`config.mk`:
```
export PLATFORM = sky130hd
export DESIGN_NAME = hbridge_fault_standby_control
export DESIGN_NICKNAME = d
export VERILOG_FILES = /design/src/hdl/hbridge_pkg.sv /design/src/hdl/bridge_leg_deadtime.sv /design/src/hdl/hbridge_fault_standby_control.sv
export SDC_FILE = /design/constraint.sdc
export NUM_CORES = 1
export LEC_CHECK = 0
export ABC_CLOCK_PERIOD_IN_PS = 3200
export BUFFER_PORTS_ARGS = -buffer_cell sky130_fd_sc_hd__buf_4
export CAP_MARGIN = 5
export CORE_MARGIN = 8
export CORE_UTILIZATION = 60
export CTS_CLUSTER_SIZE = 40
export DETAILED_ROUTE_END_ITERATION = 7
export PLACE_DENSITY_LB_ADDON = 0.15
export SYNTH_ARGS = -nofsm -noshare
export SYNTH_HDL_FRONTEND = slang
export SYNTH_SLANG_ARGS = --single-unit
```
`constraint.sdc`:
```
create_clock -name core_clk -period 3.2 [get_ports core_clk]
set_input_delay 0.48 -clock core_clk [delete_from_list [all_inputs] [get_ports core_clk]]
set_output_delay 0.48 -clock core_clk [all_outputs]
set_load 0.05 [all_outputs]
```
`src/hdl/hbridge_pkg.sv`:
```
// Package with the timing constants and state encodings of the H-bridge control block.
package hbridge_pkg;
  // Core clock rate in kHz.
  localparam int CLK_KHZ = 50000;
  // Dead time in ns; a least time, so it rounds up.
  localparam int DEAD_NS = 100;
  localparam int DEAD_CYC = (DEAD_NS * CLK_KHZ + 999999) / 1000000;
  // Over-current dead band in ns; a least time, so it rounds up.
  localparam int OC_BAND_NS = 1200;
  localparam int OC_BAND_CYC = (OC_BAND_NS * CLK_KHZ + 999999) / 1000000;
  // Thermal discharge limit in us; a longest time, so it rounds down.
  localparam int HEAT_MAX_US = 1000;
  localparam int HEAT_MAX_CYC = HEAT_MAX_US * CLK_KHZ / 1000;
  // Over-current discharge time in ms.
  localparam int OC_DIS_MS = 80;
  localparam int OC_DIS_CYC = OC_DIS_MS * CLK_KHZ;
  // Standby delay after zero current in us; a least time, rounds up.
  localparam int SLEEP_ZERO_US = 100;
  localparam int SLEEP_ZERO_CYC = (SLEEP_ZERO_US * CLK_KHZ + 999) / 1000;
  // Forced standby limit in us; a longest time, rounds down.
  localparam int SLEEP_MAX_US = 1000;
  localparam int SLEEP_MAX_CYC = SLEEP_MAX_US * CLK_KHZ / 1000;
  // Oscillator to chopping period divide ratio.
  localparam int CHOP_DIV = 16;
  // Fast-decay share of the chopping period, 37.5 percent of 16.
  localparam int FAST_CYC = 6;
  // Width of the long timer.
  localparam int TMR_W = 23;
  // Width of the short counters.
  localparam int CNT_W = 8;

  // Top-level sequencing states, one-hot.
  typedef enum logic [5:0] {
    ST_STANDBY = 6'h01,
    ST_RUN = 6'h02,
    ST_SLEEP_WAIT = 6'h04,
    ST_HEAT_DIS = 6'h08,
    ST_OC_DIS = 6'h10,
    ST_HIZ = 6'h20
  } ctrl_state_e;

  // Chopping phases inside a running bridge, one-hot.
  typedef enum logic [2:0] {
    PH_CHARGE = 3'h1,
    PH_FAST = 3'h2,
    PH_SLOW = 3'h4
  } chop_phase_e;
endpackage

```
`src/hdl/bridge_leg_deadtime.sv`:
```
// One half-bridge leg with break-before-make dead time insertion.
`timescale 1ns/1ns
`default_nettype none
module bridge_leg_deadtime
  import hbridge_pkg::*;
(
  input wire logic core_clk, // Core clock.
  input wire logic rst, // Synchronous reset, active high.
  input wire logic clk_en, // Clock enable, freezes state when low.
  input wire logic want_high, // Requested high-side switch state.
  input wire logic want_low, // Requested low-side switch state.
  output logic high_on, // Applied high-side switch state.
  output logic low_on // Applied low-side switch state.
);
  import hbridge_pkg::*;

  logic [CNT_W-1:0] dead_reg; // Remaining dead-time cycles.
  logic changed; // Request differs from what is applied.
  logic dead_done; // Dead time has run out.

  // A change is pending whenever the applied pair differs from the request.
  assign changed = (want_high != high_on) || (want_low != low_on);
  assign dead_done = (dead_reg == '0);

  // On any change both switches open, and the new pair is applied after the dead time, at once for the first pair after reset.
  always_ff @(posedge core_clk)
  begin
    if (rst)
    begin
      high_on <= 1'b0;
      low_on <= 1'b0;
      dead_reg <= '0;
    end
    else if (clk_en)
    begin
      if (changed && (high_on || low_on))
      begin
        // Open the leg first and start the dead time.
        high_on <= 1'b0;
        low_on <= 1'b0;
        dead_reg <= CNT_W'(DEAD_CYC);
      end
      else if (changed && !dead_done)
      begin
        // Leg is open; count the dead time down.
        dead_reg <= dead_reg - 1'b1;
      end
      else if (changed)
      begin
        // Dead time spent; the pair never closes both switches together.
        high_on <= want_high && !want_low;
        low_on <= want_low;
        dead_reg <= CNT_W'(DEAD_CYC);
      end
    end
  end
endmodule
`default_nettype wire

```
`src/hdl/hbridge_fault_standby_control.sv`:
```
// Control logic of one H-bridge: chopping, dead time, standby sequence and fault handling.
`timescale 1ns/1ns
`default_nettype none
// Overview of operation
// Fault turns on pull-down, flag reads low.
// Normal status keeps the pull-down off.
// Host leaves shared pin on pull-up only.
// Fault clears only by supply or standby.
// Thermal trip: fast decay, then off.
// High-side over-current: low slow, off after 80ms.
// Low-side over-current: discharge by high slow decay.
// Standby input low standby, high normal.
// Standby 100us after zero, forced by 1ms.
// Standby discards all control state.
// Forward switch sets for charge, slow, fast.
// Reverse switch sets for charge, slow, fast.
// Current regulated by automatic phase switching.
// Dead time on every switch transition.
// Chopping rate derived from the oscillator.
// Chopping period is oscillator divided by 16.
// Mode latched from shared pin at release.
// Over-current pulses under 1.2us are ignored.
module hbridge_fault_standby_control
  import hbridge_pkg::*;
#(
  parameter int HEAT_MAX = HEAT_MAX_CYC, // Thermal discharge limit in cycles.
  parameter int OC_DIS = OC_DIS_CYC, // Over-current discharge time in cycles.
  parameter int SLEEP_ZERO = SLEEP_ZERO_CYC, // Standby delay after zero current in cycles.
  parameter int SLEEP_MAX = SLEEP_MAX_CYC // Forced standby limit in cycles.
)
(
  input wire logic core_clk, // Oscillator clock.
  input wire logic rst, // Synchronous reset, active high.
  input wire logic clk_en, // Clock enable, freezes all state when low.
  input wire logic standby_n, // Standby pin, low requests standby.
  input wire logic mode_fault_in, // Level seen on the shared mode and fault pin.
  input wire logic in1, // Input 1 in IN mode, phase in phase mode.
  input wire logic in2, // Input 2 in IN mode, enable in phase mode.
  input wire logic supply_ok, // Motor supply present, low while it is lost.
  input wire logic thermal_trip, // Thermal comparator output.
  input wire logic overcurrent_trip, // Over-current comparator output.
  input wire logic oc_on_high, // Over-current was seen on a high-side switch.
  input wire logic limit_hit, // Motor current reached the set threshold.
  input wire logic current_zero, // Motor current detected as zero.
  output logic high_sw_1, // High-side switch of leg 1.
  output logic high_sw_2, // High-side switch of leg 2.
  output logic low_sw_1, // Low-side switch of leg 1.
  output logic low_sw_2, // Low-side switch of leg 2.
  output logic fault_pin_out, // Output level of the shared pin, always low.
  output logic fault_pin_oe, // Pull-down enable of the shared pin.
  output logic phase_mode, // Latched control mode, high for phase mode.
  output logic standby_active // Device is in standby.
);
  import hbridge_pkg::*;

  logic [7:0] sync1_reg; // First synchroniser stage of the pins.
  logic [7:0] sync2_reg; // Second synchroniser stage of the pins.
  logic s_standby_n; // Synchronised standby input.
  logic s_mode; // Synchronised shared pin level.
  logic s_in1; // Synchronised input 1.
  logic s_in2; // Synchronised input 2.
  logic s_supply; // Synchronised supply status.
  logic s_thermal; // Synchronised thermal trip.
  logic s_oc; // Synchronised over-current trip.
  logic s_limit; // Synchronised threshold hit.
  logic s_zero_raw; // Synchronised zero-current level.
  logic oc_side_s1_reg; // First stage for the over-current side.
  logic oc_side_reg; // Synchronised over-current side.
  logic zero_s1_reg; // First stage for zero-current detection.
  ctrl_state_e state_reg; // Sequencing state.
  ctrl_state_e state_next; // Next sequencing state.
  chop_phase_e phase_reg; // Chopping phase.
  chop_phase_e phase_next; // Next chopping phase.
  logic [TMR_W-1:0] tmr_reg; // Long timer for discharge and standby.
  logic [TMR_W-1:0] zero_tmr_reg; // Time since current went to zero.
  logic [3:0] chop_cnt_reg; // Position inside the chopping period.
  logic [CNT_W-1:0] fast_cnt_reg; // Cycles of fast decay spent.
  logic [CNT_W-1:0] oc_band_reg; // Cycles the over-current trip has held.
  logic fault_reg; // Latched fault indication.
  logic oc_high_reg; // Over-current was on the high side.
  logic standby_prev_reg; // Standby input one cycle ago.
  logic oc_event; // Filtered over-current event.
  logic chop_start; // Last cycle of a chopping period.
  logic fwd; // Forward current direction.
  logic drive; // Bridge is to be driven.
  logic brake; // Short brake request in IN mode.
  logic want_h1, want_h2, want_l1, want_l2; // Switch requests into the legs.
  logic run_h1, run_h2, run_l1, run_l2; // Switch pattern of the running bridge.
  logic fault_clear; // Supply loss or standby clears the fault.

  // Pins cross into the clock domain through two flip-flops.
  always_ff @(posedge core_clk)
  begin
    if (rst)
    begin
      sync1_reg <= 8'h00;
      sync2_reg <= 8'h00;
      oc_side_s1_reg <= 1'b0;
      oc_side_reg <= 1'b0;
    end
    else if (clk_en)
    begin
      sync1_reg <= {standby_n, mode_fault_in, in1, in2, supply_ok, thermal_trip,
                    overcurrent_trip, limit_hit};
      sync2_reg <= sync1_reg;
      oc_side_s1_reg <= oc_on_high;
      oc_side_reg <= oc_side_s1_reg;
    end
  end

  // Zero-current level gets its own pair of stages.
  always_ff @(posedge core_clk)
  begin
    if (rst)
    begin
      zero_s1_reg <= 1'b0;
      s_zero_raw <= 1'b0;
    end
    else if (clk_en)
    begin
      zero_s1_reg <= current_zero;
      s_zero_raw <= zero_s1_reg;
    end
  end

  assign s_standby_n = sync2_reg[7];
  assign s_mode = sync2_reg[6];
  assign s_in1 = sync2_reg[5];
  assign s_in2 = sync2_reg[4];
  assign s_supply = sync2_reg[3];
  assign s_thermal = sync2_reg[2];
  assign s_oc = sync2_reg[1];
  assign s_limit = sync2_reg[0];

  // Input decode: phase mode uses in1 as direction and in2 as enable.
  assign fwd = phase_mode ? s_in1 : (s_in1 && !s_in2);
  assign brake = !phase_mode && s_in1 && s_in2;
  assign drive = phase_mode ? s_in2 : (s_in1 ^ s_in2);
  assign oc_event = (oc_band_reg >= CNT_W'(OC_BAND_CYC));
  assign chop_start = (chop_cnt_reg == 4'(CHOP_DIV - 1));
  // Clearing on the entry into standby drops the flag one cycle after standby is shown.
  assign fault_clear = !s_supply || (state_next == ST_STANDBY);

  // Running pattern per phase and direction; brake holds both low switches.
  assign run_h1 = drive && ((phase_reg == PH_CHARGE) ? fwd : (phase_reg == PH_FAST) && !fwd);
  assign run_h2 = drive && ((phase_reg == PH_CHARGE) ? !fwd : (phase_reg == PH_FAST) && fwd);
  assign run_l1 = brake || (drive && ((phase_reg == PH_CHARGE) ? !fwd : (phase_reg != PH_FAST) || fwd));
  assign run_l2 = brake || (drive && ((phase_reg == PH_CHARGE) ? fwd : (phase_reg != PH_FAST) || !fwd));

  // Leg requests by state: discharge patterns for faults, slow decay while waiting.
  assign want_h1 = (state_reg == ST_RUN) ? run_h1 :
                   (state_reg == ST_HEAT_DIS) ? !fwd :
                   (state_reg == ST_OC_DIS) && !oc_high_reg;
  assign want_h2 = (state_reg == ST_RUN) ? run_h2 :
                   (state_reg == ST_HEAT_DIS) ? fwd :
                   (state_reg == ST_OC_DIS) && !oc_high_reg;
  assign want_l1 = (state_reg == ST_RUN) ? run_l1 :
                   (state_reg == ST_HEAT_DIS) ? fwd :
                   ((state_reg == ST_OC_DIS) && oc_high_reg) || (state_reg == ST_SLEEP_WAIT);
  assign want_l2 = (state_reg == ST_RUN) ? run_l2 :
                   (state_reg == ST_HEAT_DIS) ? !fwd :
                   ((state_reg == ST_OC_DIS) && oc_high_reg) || (state_reg == ST_SLEEP_WAIT);

  // Sequencing: standby has priority, then thermal, then over-current.
  always_comb
  begin
    state_next = state_reg;
    case (state_reg)
      ST_STANDBY:
        if (s_standby_n) state_next = ST_RUN;
      ST_RUN:
        if (!s_standby_n) state_next = ST_SLEEP_WAIT;
        else if (s_thermal) state_next = ST_HEAT_DIS;
        else if (oc_event) state_next = ST_OC_DIS;
      ST_SLEEP_WAIT:
        if (zero_tmr_reg >= TMR_W'(SLEEP_ZERO) || tmr_reg >= TMR_W'(SLEEP_MAX))
          state_next = ST_STANDBY;
      ST_HEAT_DIS:
        if (!s_standby_n) state_next = ST_SLEEP_WAIT;
        else if (s_zero_raw || tmr_reg >= TMR_W'(HEAT_MAX)) state_next = ST_HIZ;
      ST_OC_DIS:
        if (!s_standby_n) state_next = ST_SLEEP_WAIT;
        else if (tmr_reg >= TMR_W'(OC_DIS)) state_next = ST_HIZ;
      ST_HIZ:
        if (!s_standby_n) state_next = ST_SLEEP_WAIT;
      default:
        state_next = ST_STANDBY;
    endcase
  end

  // Chopping phase: charge to threshold, fixed fast share, slow to period end.
  always_comb
  begin
    phase_next = phase_reg;
    case (phase_reg)
      PH_CHARGE:
        if (s_limit) phase_next = PH_FAST;
      PH_FAST:
        if (fast_cnt_reg >= CNT_W'(FAST_CYC - 1)) phase_next = PH_SLOW;
      PH_SLOW:
        if (chop_start) phase_next = PH_CHARGE;
      default:
        phase_next = PH_CHARGE;
    endcase
  end

  // State, timers and phase; the long timer restarts on every state change.
  always_ff @(posedge core_clk)
  begin
    if (rst)
    begin
      state_reg <= ST_STANDBY;
      phase_reg <= PH_CHARGE;
      tmr_reg <= '0;
      zero_tmr_reg <= '0;
      chop_cnt_reg <= 4'h0;
      fast_cnt_reg <= '0;
    end
    else if (clk_en)
    begin
      state_reg <= state_next;
      tmr_reg <= (state_next != state_reg) ? '0 : tmr_reg + 1'b1;
      zero_tmr_reg <= (s_zero_raw && state_reg == ST_SLEEP_WAIT) ? zero_tmr_reg + 1'b1 : '0;
      chop_cnt_reg <= (state_reg == ST_RUN) ? chop_cnt_reg + 1'b1 : 4'h0;
      phase_reg <= (state_reg == ST_RUN) ? phase_next : PH_CHARGE;
      fast_cnt_reg <= (phase_reg == PH_FAST) ? fast_cnt_reg + 1'b1 : '0;
    end
  end

  // Over-current dead band: the trip must hold without a break.
  always_ff @(posedge core_clk)
  begin
    if (rst)
      oc_band_reg <= '0;
    else if (clk_en)
    begin
      if (!s_oc)
        oc_band_reg <= '0;
      else if (!oc_event)
        oc_band_reg <= oc_band_reg + 1'b1;
    end
  end

  // Fault latch; a new fault wins over a clear in the same cycle.
  always_ff @(posedge core_clk)
  begin
    if (rst)
    begin
      fault_reg <= 1'b0;
      oc_high_reg <= 1'b0;
      fault_pin_oe <= 1'b0;
      fault_pin_out <= 1'b0;
    end
    else if (clk_en)
    begin
      if (state_reg == ST_RUN && s_standby_n && (s_thermal || oc_event))
      begin
        fault_reg <= 1'b1;
        oc_high_reg <= oc_side_reg;
      end
      else if (fault_clear)
        fault_reg <= 1'b0;
      fault_pin_oe <= fault_reg; // see R01, see R02
      fault_pin_out <= 1'b0;
    end
  end

  // Control mode is caught on the release of standby and dropped in standby.
  always_ff @(posedge core_clk)
  begin
    if (rst)
    begin
      phase_mode <= 1'b0;
      standby_prev_reg <= 1'b0;
      standby_active <= 1'b1;
    end
    else if (clk_en)
    begin
      standby_prev_reg <= s_standby_n;
      if (s_standby_n && !standby_prev_reg)
        phase_mode <= s_mode;
      else if (state_reg == ST_STANDBY)
        phase_mode <= 1'b0;
      standby_active <= (state_next == ST_STANDBY);
    end
  end

  // Leg 1 carries high_sw_1 and low_sw_1.
  bridge_leg_deadtime leg1 (
    .core_clk(core_clk),
    .rst(rst),
    .clk_en(clk_en),
    .want_high(want_h1),
    .want_low(want_l1),
    .high_on(high_sw_1),
    .low_on(low_sw_1)
  );

  // Leg 2 carries high_sw_2 and low_sw_2.
  bridge_leg_deadtime leg2 (
    .core_clk(core_clk),
    .rst(rst),
    .clk_en(clk_en),
    .want_high(want_h2),
    .want_low(want_l2),
    .high_on(high_sw_2),
    .low_on(low_sw_2)
  );
endmodule
`default_nettype wire

```
==> results of run 1 <==
==> Yosys cell counts (all sizes together), types with 19 or more instances <==
cell type	instances	area, um^2
a21oi	37	189
clkbuf	26	97.6
dfxtp	121	2420
inv	22	82.6
mux2i	31	323
nand2	63	236
nand3	32	160
nor2	131	499
nor3	20	100
o21ai	28	140
xnor2	19	174
xor2	39	342
==> layout make-up <==
type	instances	area share, %
inverter	23	1.20
multi-input combinational	592	51.4
sequential	121	33.7
tap	136	2.37
clock inverter	5	1.11
timing repair buffer	27	2.82
clock buffer	27	7.40
==> worst paths after layout <==
path,cells after the start,endpoint,slack (ps),from
min reg2reg,2,oc_band_reg[5]$_SDFFE_PP0P_,460,oc_band_reg[5]$_SDFFE_PP0P_
min,3,sync1_reg[7]$_SDFFE_PP0P_,190,standby_n
max,7,leg2.dead_reg[7]$_SDFFE_PP0P_,440,state_reg[2]$_SDFFE_PP0P_
max reg2reg,7,leg2.dead_reg[7]$_SDFFE_PP0P_,440,state_reg[2]$_SDFFE_PP0P_
==> cell families (layout without fill, tap and decap cells) <==
family	Yosys count	after routing
AND/OR/NAND/NOR	347	347
AO/OA/AOI/OAI	138	138
flip-flops	121	121
buffers and inverters	59	82
XOR/XNOR	58	58
multiplexers	33	33
adder cells (fa/ha/maj)	15	15
other	1	1
==> layer usage <==
layer  up-vias  track usage, %
li1       2760               -
met1      2617            25.3
met2       148            35.7
met3        25            6.09
met4         0            8.93
met5         -               0
==> stage by stage <==
| stage | power, mW | instance area, um^2 |
|---|---|---|
| 2_1_floorplan | 1.72 | 6350 |
| 3_3_place_gp | 1.76 | 6580 |
| 3_5_place_dp | 1.77 | 6580 |
| 4_1_cts | 3.71 | 7190 |
| 5_1_grt | 3.81 | 7190 |
| 6_report | 3.68 | 7190 |
==> power groups by stage <==
| stage | clock (mW) | sequential [mW] | combinational [mW] |
|---|---|---|---|
| after floorplan | 0 | 1.58 | 0.137 |
| after global placement | 0 | 1.59 | 0.178 |
| after detailed placement | 0 | 1.59 | 0.185 |
| after CTS | 1.97 | 1.56 | 0.191 |
| after global routing | 2.04 | 1.56 | 0.209 |
| final | 1.93 | 1.56 | 0.190 |
==> worst max-delay path, delay by kind of cell (launching register included) <==
| family | cells | cell delay, ps |
|---|---|---|
| compound gates | 3 | 560 |
| flops | 1 | 410 |
| mux | 1 | 160 |
| simple gates | 3 | 1530 |
==> reports/metrics.yaml, run 1 <==
wl_met1_um: 6660
grt_pass1_wl_um: 25100
place_ws_ps: 491
wl_per_cell_um: 15.9
antenna_found_initial: 0
multi_input_area_mm2: 0.00369
track_usage_pct: 21.4
vias_per_cell: 5.96
cp_cell_sequence: "or4_4 > or2_1 > o221a_1 > o21a_1 > mux2i_1 > or4_1 > o31ai_1"
die_w_um: 119
diodes: 0
wl_met3_um: 709
cts.sinks: 121
rows: 37
hold_buffers: 0
grt_max_degree: 38
synthAdderAreaFrac_pct: 2.96
timing.final.crit_share_pct: 86.4
htreeDepth: 4
p_int_mw: 2.87
critPathLaunchType: "flop"
cts.root.buffer_cell: "clkbuf_8"
nFillCells: 858
maxSlewViolCount: 0
seqCellArea_mm2: 0.00242
worstMarginPinSlew_ps: 749
clockPowerShare_pct: 52.6
status: "completed"
max-cap-violations: 0
post-cts-setup-buffers: 0
area.growth.synth_to_final_pct: 13.2
pwr-share-seq_pct: 42.3
synth_cell_types: 78
dp_hpwl_um: 9980
power.switching_mw: 0.805
async_flop_share_pct: 0
dr.pass1.iters: 5
start_util_pct: 61.5
path_class: "reg -> reg"
max_clock_freq_ghz: 0.362
port_buffers: 19
post_cts_resized: 0
clkTransAtPathRegs_ps: 60
synth_nets: 800
fin_setup_tns_ps: 0
final_cell_mix: "nor2_1 (130), dfxtp_1 (121), nand2_1 (63)"
worst-path-max-fanout: 12
ys.warnings.count: 0
syn_area_mm2: 0.00635
wl_um: 14800
seq_area_frac_synth_pct: 38.2
rsz0062_at_grt: "no"
muxShareOfSynthArea_pct: 5.44
pin_count: 21
grt_pass1_vias: 5437
post-route-util_pct: 69.6
drive_above_1_share_pct: 9.06
required_ps: 3650
die_area_mm2: 0.0141
swShare_pct: 21.9
period_needed_ps: 2760
hold_viol: 0
yosys.area_share.simple_pct: 26.7
ys.flop_type: "dfxtp_1"
powerDensity_mw_per_mm2: 512
synth_seq_cells: 121
wl_met2_um: 7160
num-nets-final: 810
hold_path.class: "in -> reg"
drt_iter0_markers: 487
clock_skew_ps: 8.29
end_kind: "flop"
cpPeakStageDelay_ps: 600
p_leak_nw: 2.78
place.gp.congestion: 0.931
highest_layer: "met4"
core_area_mm2: 0.0103
cpMaxStageDelayCell: "or4_4"
synth_top_family_by_area: "simple AND/OR/NAND/NOR gates"
synth_compound_area_share_pct: 14.9
placedCellCount: 899
cts_tree: "done"
vias: 5550
peakVddDrop_v: 0.000589
p_comb_share_pct: 5.2
synth_cells: 772
hold-worst-slack_ps: 189
layout_commonest_cell: "nor2_1"
drc: 0
overflow: 0
detail-route-antenna-nets: 0
relSlewSlack_pct: 49.9
fp.dieH_um: 119
cts_buffers: 17
instances_no_fill: 931
synth_xor_area_share_pct: 8.12
clock_latency_ps: 530
worstPathArrival_ps: 3210
clockBufferDepth: 2
syn_avg_cell_area_um2: 8.22
fin_ws_ps: 436
timing.final.setup_violations: 0
synth-edff-count: 0
(Power assumes the default switching activity.)
==> run 2, diff against run 1 <==
--- a/config.mk
+++ b/config.mk
@@ -8,7 +8,6 @@
 export ABC_CLOCK_PERIOD_IN_PS = 3200
 export BUFFER_PORTS_ARGS = -buffer_cell sky130_fd_sc_hd__buf_4
 export CAP_MARGIN = 5
-export CORE_MARGIN = 8
 export CORE_UTILIZATION = 60
 export CTS_CLUSTER_SIZE = 40
 export DETAILED_ROUTE_END_ITERATION = 7
==> run 2 against run 1 <==
Net effect: power down 3.6%; final area shrank 0.77%; global-route usage up 5.2 points; count of clock-buffer cells in the layout fell by 3; sequential share of layout area increased by 0.26 points; clock power decreased by 6%; critical endpoint is now leg1.dead_reg[2]$_SDFFE_PP0P_.
==> reports/metrics.yaml, run 2 (synthesis gave the netlist of run 1 again) <==
detail-route-antenna-nets: 0  # unchanged
path_class: "reg -> reg"
clock_skew_ps: 7.23  # -1.06 ps
timing.final.crit_share_pct: 90.1  # +3.7 points
drc: 0  # unchanged
required_ps: 3620  # -30 ps
grt_pass1_wl_um: 23700  # -5.7%
post-cts-setup-buffers: 0  # unchanged
dr.pass1.iters: 6  # +1
start_util_pct: 61.8  # +0.28 points
clock_latency_ps: 530  # about the same
hold_path_startpoint: "mode_fault_in"
area.growth.synth_to_final_pct: 12.3
nFillCells: 821  # -4.3%
relSlewSlack_pct: 50.3  # +0.46 points
grt_max_degree: 36  # -5.3%
die_w_um: 105  # -12%
pin_count: 21  # unchanged
cp_cell_sequence: "or4_4 > nor2_1 > o311ai_1 > and2_1 > a2111oi_4 > nor2_1 > o21a_1"
final_cell_mix: "nor2_1 (130), dfxtp_1 (121), nand2_1 (63)"
worstMarginPinSlew_ps: 743  # -5.99 ps
cpMaxStageDelayCell: "a2111oi_4"
cts_tree: "done"
rows: 37  # unchanged
die_area_mm2: 0.0110  # -22%
end_kind: "flop"
rsz0062_at_grt: "no"
worst-path-max-fanout: 15  # +3
timing.final.setup_violations: 0  # unchanged
hold_path_end: "sync1_reg[6]$_SDFFE_PP0P_"
wl_per_cell_um: 15.0  # -5.5%
worstPathArrival_ps: 3300  # +90 ps
drive_above_1_share_pct: 8.69  # -0.37 points
maxSlewViolCount: 0  # unchanged
fin_area_mm2: 0.00713  # -0.77%
peakVddDrop_v: 0.000610  # +3.5%
hold_path.class: "in -> reg"
r2r-end: "leg1.dead_reg[2]$_SDFFE_PP0P_"
track_usage_pct: 26.6  # +5.2 points
dp_hpwl_um: 9630  # -3.5%
clkTransAtPathRegs_ps: 50  # about the same
grt_pass1_vias: 5249  # -3.5%
diodes: 0  # unchanged
crit_top_cell: "nor2_1"
wl_um: 14000  # -5.6%
dpl_cell_area_mm2: 0.00657  # -0.11%
antenna_found_initial: 0  # unchanged
cts.sinks: 121  # unchanged
ff2ff_setup_slack_ps: 320  # -120 ps
r2r_start: "state_reg[4]$_SDFFE_PP0P_"
instances_no_fill: 930  # -0.11%
cpPeakStageDelay_ps: 610  # about the same
p_leak_nw: 2.76  # -0.70%
fp.dieH_um: 105  # -12%
overflow: 0  # unchanged
critPathLaunchType: "flop"
cts_buffers: 17  # unchanged
hold_buffers: 0  # unchanged
max_clock_freq_ghz: 0.347  # -4.1%
vias: 5536  # -0.25%
clockBufferDepth: 2  # unchanged
min_path_cells: 3  # unchanged
period_needed_ps: 2880  # +117 ps
vias_per_cell: 5.95  # -0.14%
post_cts_resized: 0  # unchanged
cts.root.buffer_cell: "clkbuf_8"
reg2reg_depth: 7  # unchanged
layout_commonest_cell: "nor2_1"
place.gp.congestion: 0.895  # -3.9%
drt_iter0_markers: 421  # -14%
hold_viol: 0  # unchanged
status: "completed"
placedCellCount: 898  # -0.11%
core_area_mm2: 0.0103  # -0.45%
num-nets-final: 809  # -0.12%
max-cap-violations: 0  # unchanged
port_buffers: 19  # unchanged
powerDensity_mw_per_mm2: 497  # -2.9%
htreeDepth: 4  # unchanged
fin_setup_tns_ps: 0  # unchanged
-- run 2: changes by cell type in the layout (fill, tap and decap cells not counted), sizes merged --
| cell | change |
|---|---|
| buf | -1 |
| clkbuf | -3 |
| clkinv | +5 |
| clkinvlp | -2 |
-- run 2: metal layers --
| layer | share of wire (%) | vias to the layer above | wire length [um] | global-route usage [%] |
|---|---|---|---|---|
| met5 | 0 | - | 0 | 0 |
| met4 | 2.0 | 0 | 282 | 12.1 |
| met3 | 5.2 | 30 | 723 | 6.67 |
| met2 | 47 | 171 | 6560 | 41.8 |
| met1 | 46 | 2585 | 6410 | 34.4 |
| li1 | - | 2750 | - | - |
-- run 2: worst max-delay path by stage --
stage          slack [ps]  cells after the start                       from                       endpoint
2_1_floorplan         500                      9    phase_mode$_SDFFE_PP0P_  leg1.dead_reg[2]$_SDFFE_PP0P_
3_3_place_gp          490                      7  state_reg[2]$_SDFFE_PP0P_  leg1.dead_reg[2]$_SDFFE_PP0P_
3_5_place_dp          390                      7  state_reg[4]$_SDFFE_PP0P_  leg1.dead_reg[2]$_SDFFE_PP0P_
4_1_cts               370                      7  state_reg[4]$_SDFFE_PP0P_  leg1.dead_reg[2]$_SDFFE_PP0P_
5_1_grt               160                      7  state_reg[4]$_SDFFE_PP0P_  leg1.dead_reg[2]$_SDFFE_PP0P_
6_report              320                      7  state_reg[4]$_SDFFE_PP0P_  leg1.dead_reg[2]$_SDFFE_PP0P_
-- run 2: area by class of cell --
| type | count | area, um^2 | area share, % |
|---|---|---|---|
| repair buffers | 26 | 195 | 2.74 |
| flip-flops and latches | 121 | 2420 | 34.0 |
| multi-input cells | 592 | 3690 | 51.8 |
| clock buffers | 24 | 470 | 6.60 |
| inverters | 23 | 86.3 | 1.21 |
| clock inverters | 8 | 93.8 | 1.32 |
| well taps | 136 | 170 | 2.39 |
-- run 2: stage by stage --
stage / setup WS, ps / util (%) / power, mW / hold WS, ps
CTS: 366 / 69.4 / 3.58 / 169
floorplan: 501 / - / 1.72 / 430
finish: 318 / 69.4 / 3.55 / 191
detailed placement: 386 / 63.9 / 1.77 / 455
global route: 155 / 69.4 / 3.67 / 172
global placement: 490 / 63.9 / 1.76 / 442
-- run 2: critical path, delay by kind of cell (launching register included) --
kind / cells / cell delay, ps
AO/OA/AOI/OAI: 3 / 1000
flip-flops: 1 / 450
AND/OR/NAND/NOR: 4 / 1320
-- run 2: report_power, final --
part           switching, mW  internal [mW]
Combinational          0.115         0.0696
Sequential            0.0246           1.53
Clock                  0.643           1.16
Total                  0.782           2.76
==> run 3, diff against run 2 <==
--- a/config.mk
+++ b/config.mk
@@ -5,6 +5,7 @@
 export SDC_FILE = /design/constraint.sdc
 export NUM_CORES = 1
 export LEC_CHECK = 0
+export ABC_AREA = 1
 export ABC_CLOCK_PERIOD_IN_PS = 3200
 export BUFFER_PORTS_ARGS = -buffer_cell sky130_fd_sc_hd__buf_4
 export CAP_MARGIN = 5
==> run 3 against run 2 <==
Net effect: setup slack better by 320 ps; fmax is 12% higher; non-clock buffer count is 2 lower; synthesized cell count is 20% higher.
==> reports/metrics.yaml, run 3 <==
status: "completed"
hold_buffers: 0  # unchanged
multi_input_area_mm2: 0.00356  # -3.6%
highest_layer: "met4"
hold_path.class: "in -> reg"
area.growth.synth_to_final_pct: 12.1
layout_commonest_cell: "nor2_1"
place.gp.congestion: 0.908  # +1.5%
wl_met2_um: 6720  # +2.4%
port_buffers: 19  # unchanged
yosys-top-cells-count: "nor2_1 (153), nand2_1 (138), dfxtp_1 (121), inv_1 (114), a21oi_1 (60)"
synth_nets: 951  # +19%
rsz0062_at_grt: "no"
grt_max_degree: 56  # +56%
r2r-end: "leg1.dead_reg[3]$_SDFFE_PP0P_"
post_cts_resized: 0  # unchanged
worstPathArrival_ps: 3020  # -280 ps
nFillCells: 840  # +2.3%
fin_ws_ps: 634  # +315 ps
r2r_start: "sync2_reg[4]$_SDFFE_PP0P_"
synth_top_cell_by_area: "dfxtp_1"
yosys.area.top_type_share_pct: 36.7  # -1.4 points
maxSlewViolCount: 0  # unchanged
drc: 0  # unchanged
critPathLaunchType: "flop"
antenna_found_initial: 0  # unchanged
cp_cell_sequence: "inv_1 > ha_1 > o21ai_2 > o21ai_0 > o21ai_0 > nand2_1 > xor2_1 > nand2_1 > nand2_1 > nor2_1 > nand2_1 > a21oi_1"
synth_cell_types: 57  # -27%
grt_pass1_wl_um: 24200  # +2.2%
hold-worst-slack_ps: 178  # -13.6 ps
ys.warnings.count: 0  # unchanged
wl_met3_um: 826  # +14%
crit_path_start: "sync2_reg[4]$_SDFFE_PP0P_"
worstMarginPinSlew_ps: 607  # -136 ps
dr.pass1.iters: 5  # -1
powerDensity_mw_per_mm2: 522  # +4.9%
max_clock_freq_ghz: 0.390  # +12%
worst-path-max-fanout: 11  # -4
num-nets-final: 967  # +20%
dp_hpwl_um: 9790  # +1.7%
hold_path_startpoint: "mode_fault_in"
rows: 37  # unchanged
fin_setup_tns_ps: 0  # unchanged
drt_iter0_markers: 466  # +11%
timing.final.setup_violations: 0  # unchanged
hold_viol: 0  # unchanged
ys.flop_type: "dfxtp_1"
synth-edff-count: 0  # unchanged
synth_most_common_cell: "nor2_1"
clockBufferDepth: 2  # unchanged
path_class: "reg -> reg"
crit_buf_inv: 1  # +1
final_cell_mix: "nor2_1 (153), nand2_1 (138), dfxtp_1 (121)"
track_usage_pct: 26.3  # -0.29 points
relSlewSlack_pct: 59.2  # +8.9 points
vias: 5996  # +8.3%
required_ps: 3650  # +30 ps
synth_area_leaders: "dfxtp_1 (37%), nor2_1 (8.7%), nand2_1 (7.9%), inv_1 (6.5%), a21oi_1 (4.6%)"
cpPeakStageDelay_ps: 340  # -270 ps
place_ws_ps: 690  # +303 ps
clock_latency_ps: 520  # about the same
die_area_mm2: 0.0114  # +3.8%
synth_cells: 923  # +20%
wl_per_cell_um: 13.1  # -13%
cts_buffers: 17  # unchanged
dpl_cell_area_mm2: 0.00679  # +3.4%
syn_area_mm2: 0.00659  # +3.8%
syn_avg_cell_area_um2: 7.14  # -13%
synth_seq_cells: 121  # unchanged
critical_path_depth: 12  # +5
htreeDepth: 4  # unchanged
post-cts-setup-buffers: 0  # unchanged
cts_tree: "done"
seq_area_frac_synth_pct: 36.7  # -1.4 points
clkTransAtPathRegs_ps: 60  # about the same
drive_above_1_share_pct: 11.8  # +3.1 points
vias_per_cell: 5.52  # -7.2%
start_util_pct: 62.7  # +0.96 points
peakVddDrop_v: 0.000535  # -12%
cpMaxStageDelayCell: "nand2_1"
max-cap-violations: 0  # unchanged
diodes: 0  # unchanged
async_flop_share_pct: 0  # unchanged
seqCellArea_mm2: 0.00242  # unchanged
detail-route-antenna-nets: 0  # unchanged
grt_pass1_vias: 5654  # +7.7%
cts.sinks: 121  # unchanged
endpoint: "leg1.dead_reg[3]$_SDFFE_PP0P_"
crit_top_cell: "nand2_1"
cts.root.buffer_cell: "clkbuf_8"
overflow: 0  # unchanged
timing.final.crit_share_pct: 80.2  # -9.9 points
reg2reg_depth: 12  # +5
fp.dieH_um: 107  # +1.9%
pin_count: 21  # unchanged
p_leak_nw: 2.92  # +6.0%
fin_area_mm2: 0.00739  # +3.6%
core_area_mm2: 0.0105  # +2.3%
wl_um: 14300  # +2.1%
period_needed_ps: 2570  # -315 ps
crit_family: "simple AND/OR/NAND/NOR gates"
wl_met1_um: 6490  # +1.3%
clock_skew_ps: 5.89  # -1.35 ps
die_w_um: 107  # +1.9%
post-route-util_pct: 70.3  # +0.90 points
end_kind: "flop"
ff2ff_setup_slack_ps: 630  # +320 ps
==> run 3: cell count changes in the layout (fill, tap and decap cells not counted), moves of 17 or more <==
cell,before,now
a21oi_1,36,60
nor2_4,1,24
inv_1,22,113
and3_1,17,0
mux2i_1,30,0
o21ai_0,23,51
nand2_1,63,138
nor2_1,130,153
==> run 3: cell type report <==
class                      instances  area share (%)
timing repair buffer              24            2.44
clock buffer                      20            6.03
inverter                         121            6.22
multi-input combinational        654            48.2
tap                              136            2.30
sequential                       121            32.8
clock inverter                    10            2.03
==> run 3: how the worst min path moves through the flow <==
stage / to / cells after the start
floorplan: oc_band_reg[7]$_SDFFE_PP0P_ / 2
global placement: oc_band_reg[7]$_SDFFE_PP0P_ / 2
detailed placement: oc_band_reg[6]$_SDFFE_PP0P_ / 2
CTS: oc_side_s1_reg$_SDFFE_PP0P_ / 3
global route: sync1_reg[6]$_SDFFE_PP0P_ / 3
finish: sync1_reg[6]$_SDFFE_PP0P_ / 3
==> run 3: metrics by stage <==
step / power (mW) / std cells
floorplan: 1.87 / 923
global placement: 1.92 / 1056
detailed placement: 1.93 / 1056
CTS: 3.88 / 1086
global route: 3.99 / 1086
finish: 3.85 / 1086
==> run 3: logic make-up (layout without fill, tap and decap cells) <==
logic type      after synthesis  after routing  share of synthesized area (%)
fa+ha+maj                    15             15                           2.85
buf+inv                     148            175                           9.26
other cells                   1              1                         0.0569
flops                       121            121                           36.7
xor+xnor                     32             32                           4.37
compound gates              149            149                           12.7
simple gates                457            457                           34.0
==> run 3: routing by layer <==
metal,up-vias,track usage (%)
met1,2737,32.3
met4,0,9.39
met2,200,43.7
li1,3033,-
met3,26,7.60
met5,-,0
==> run 3: tightest hold or removal path: stages <==
cell and delay (ps):
buf_4 80, nor2_1 30, nor2_1 80
==> run 3: power breakdown <==
part           leakage, nW  total, mW  switching [mW]  internal [mW]
Combinational         1.64      0.330           0.229          0.101
Sequential           0.983       1.58          0.0331           1.55
Clock                0.300       1.94           0.656           1.29
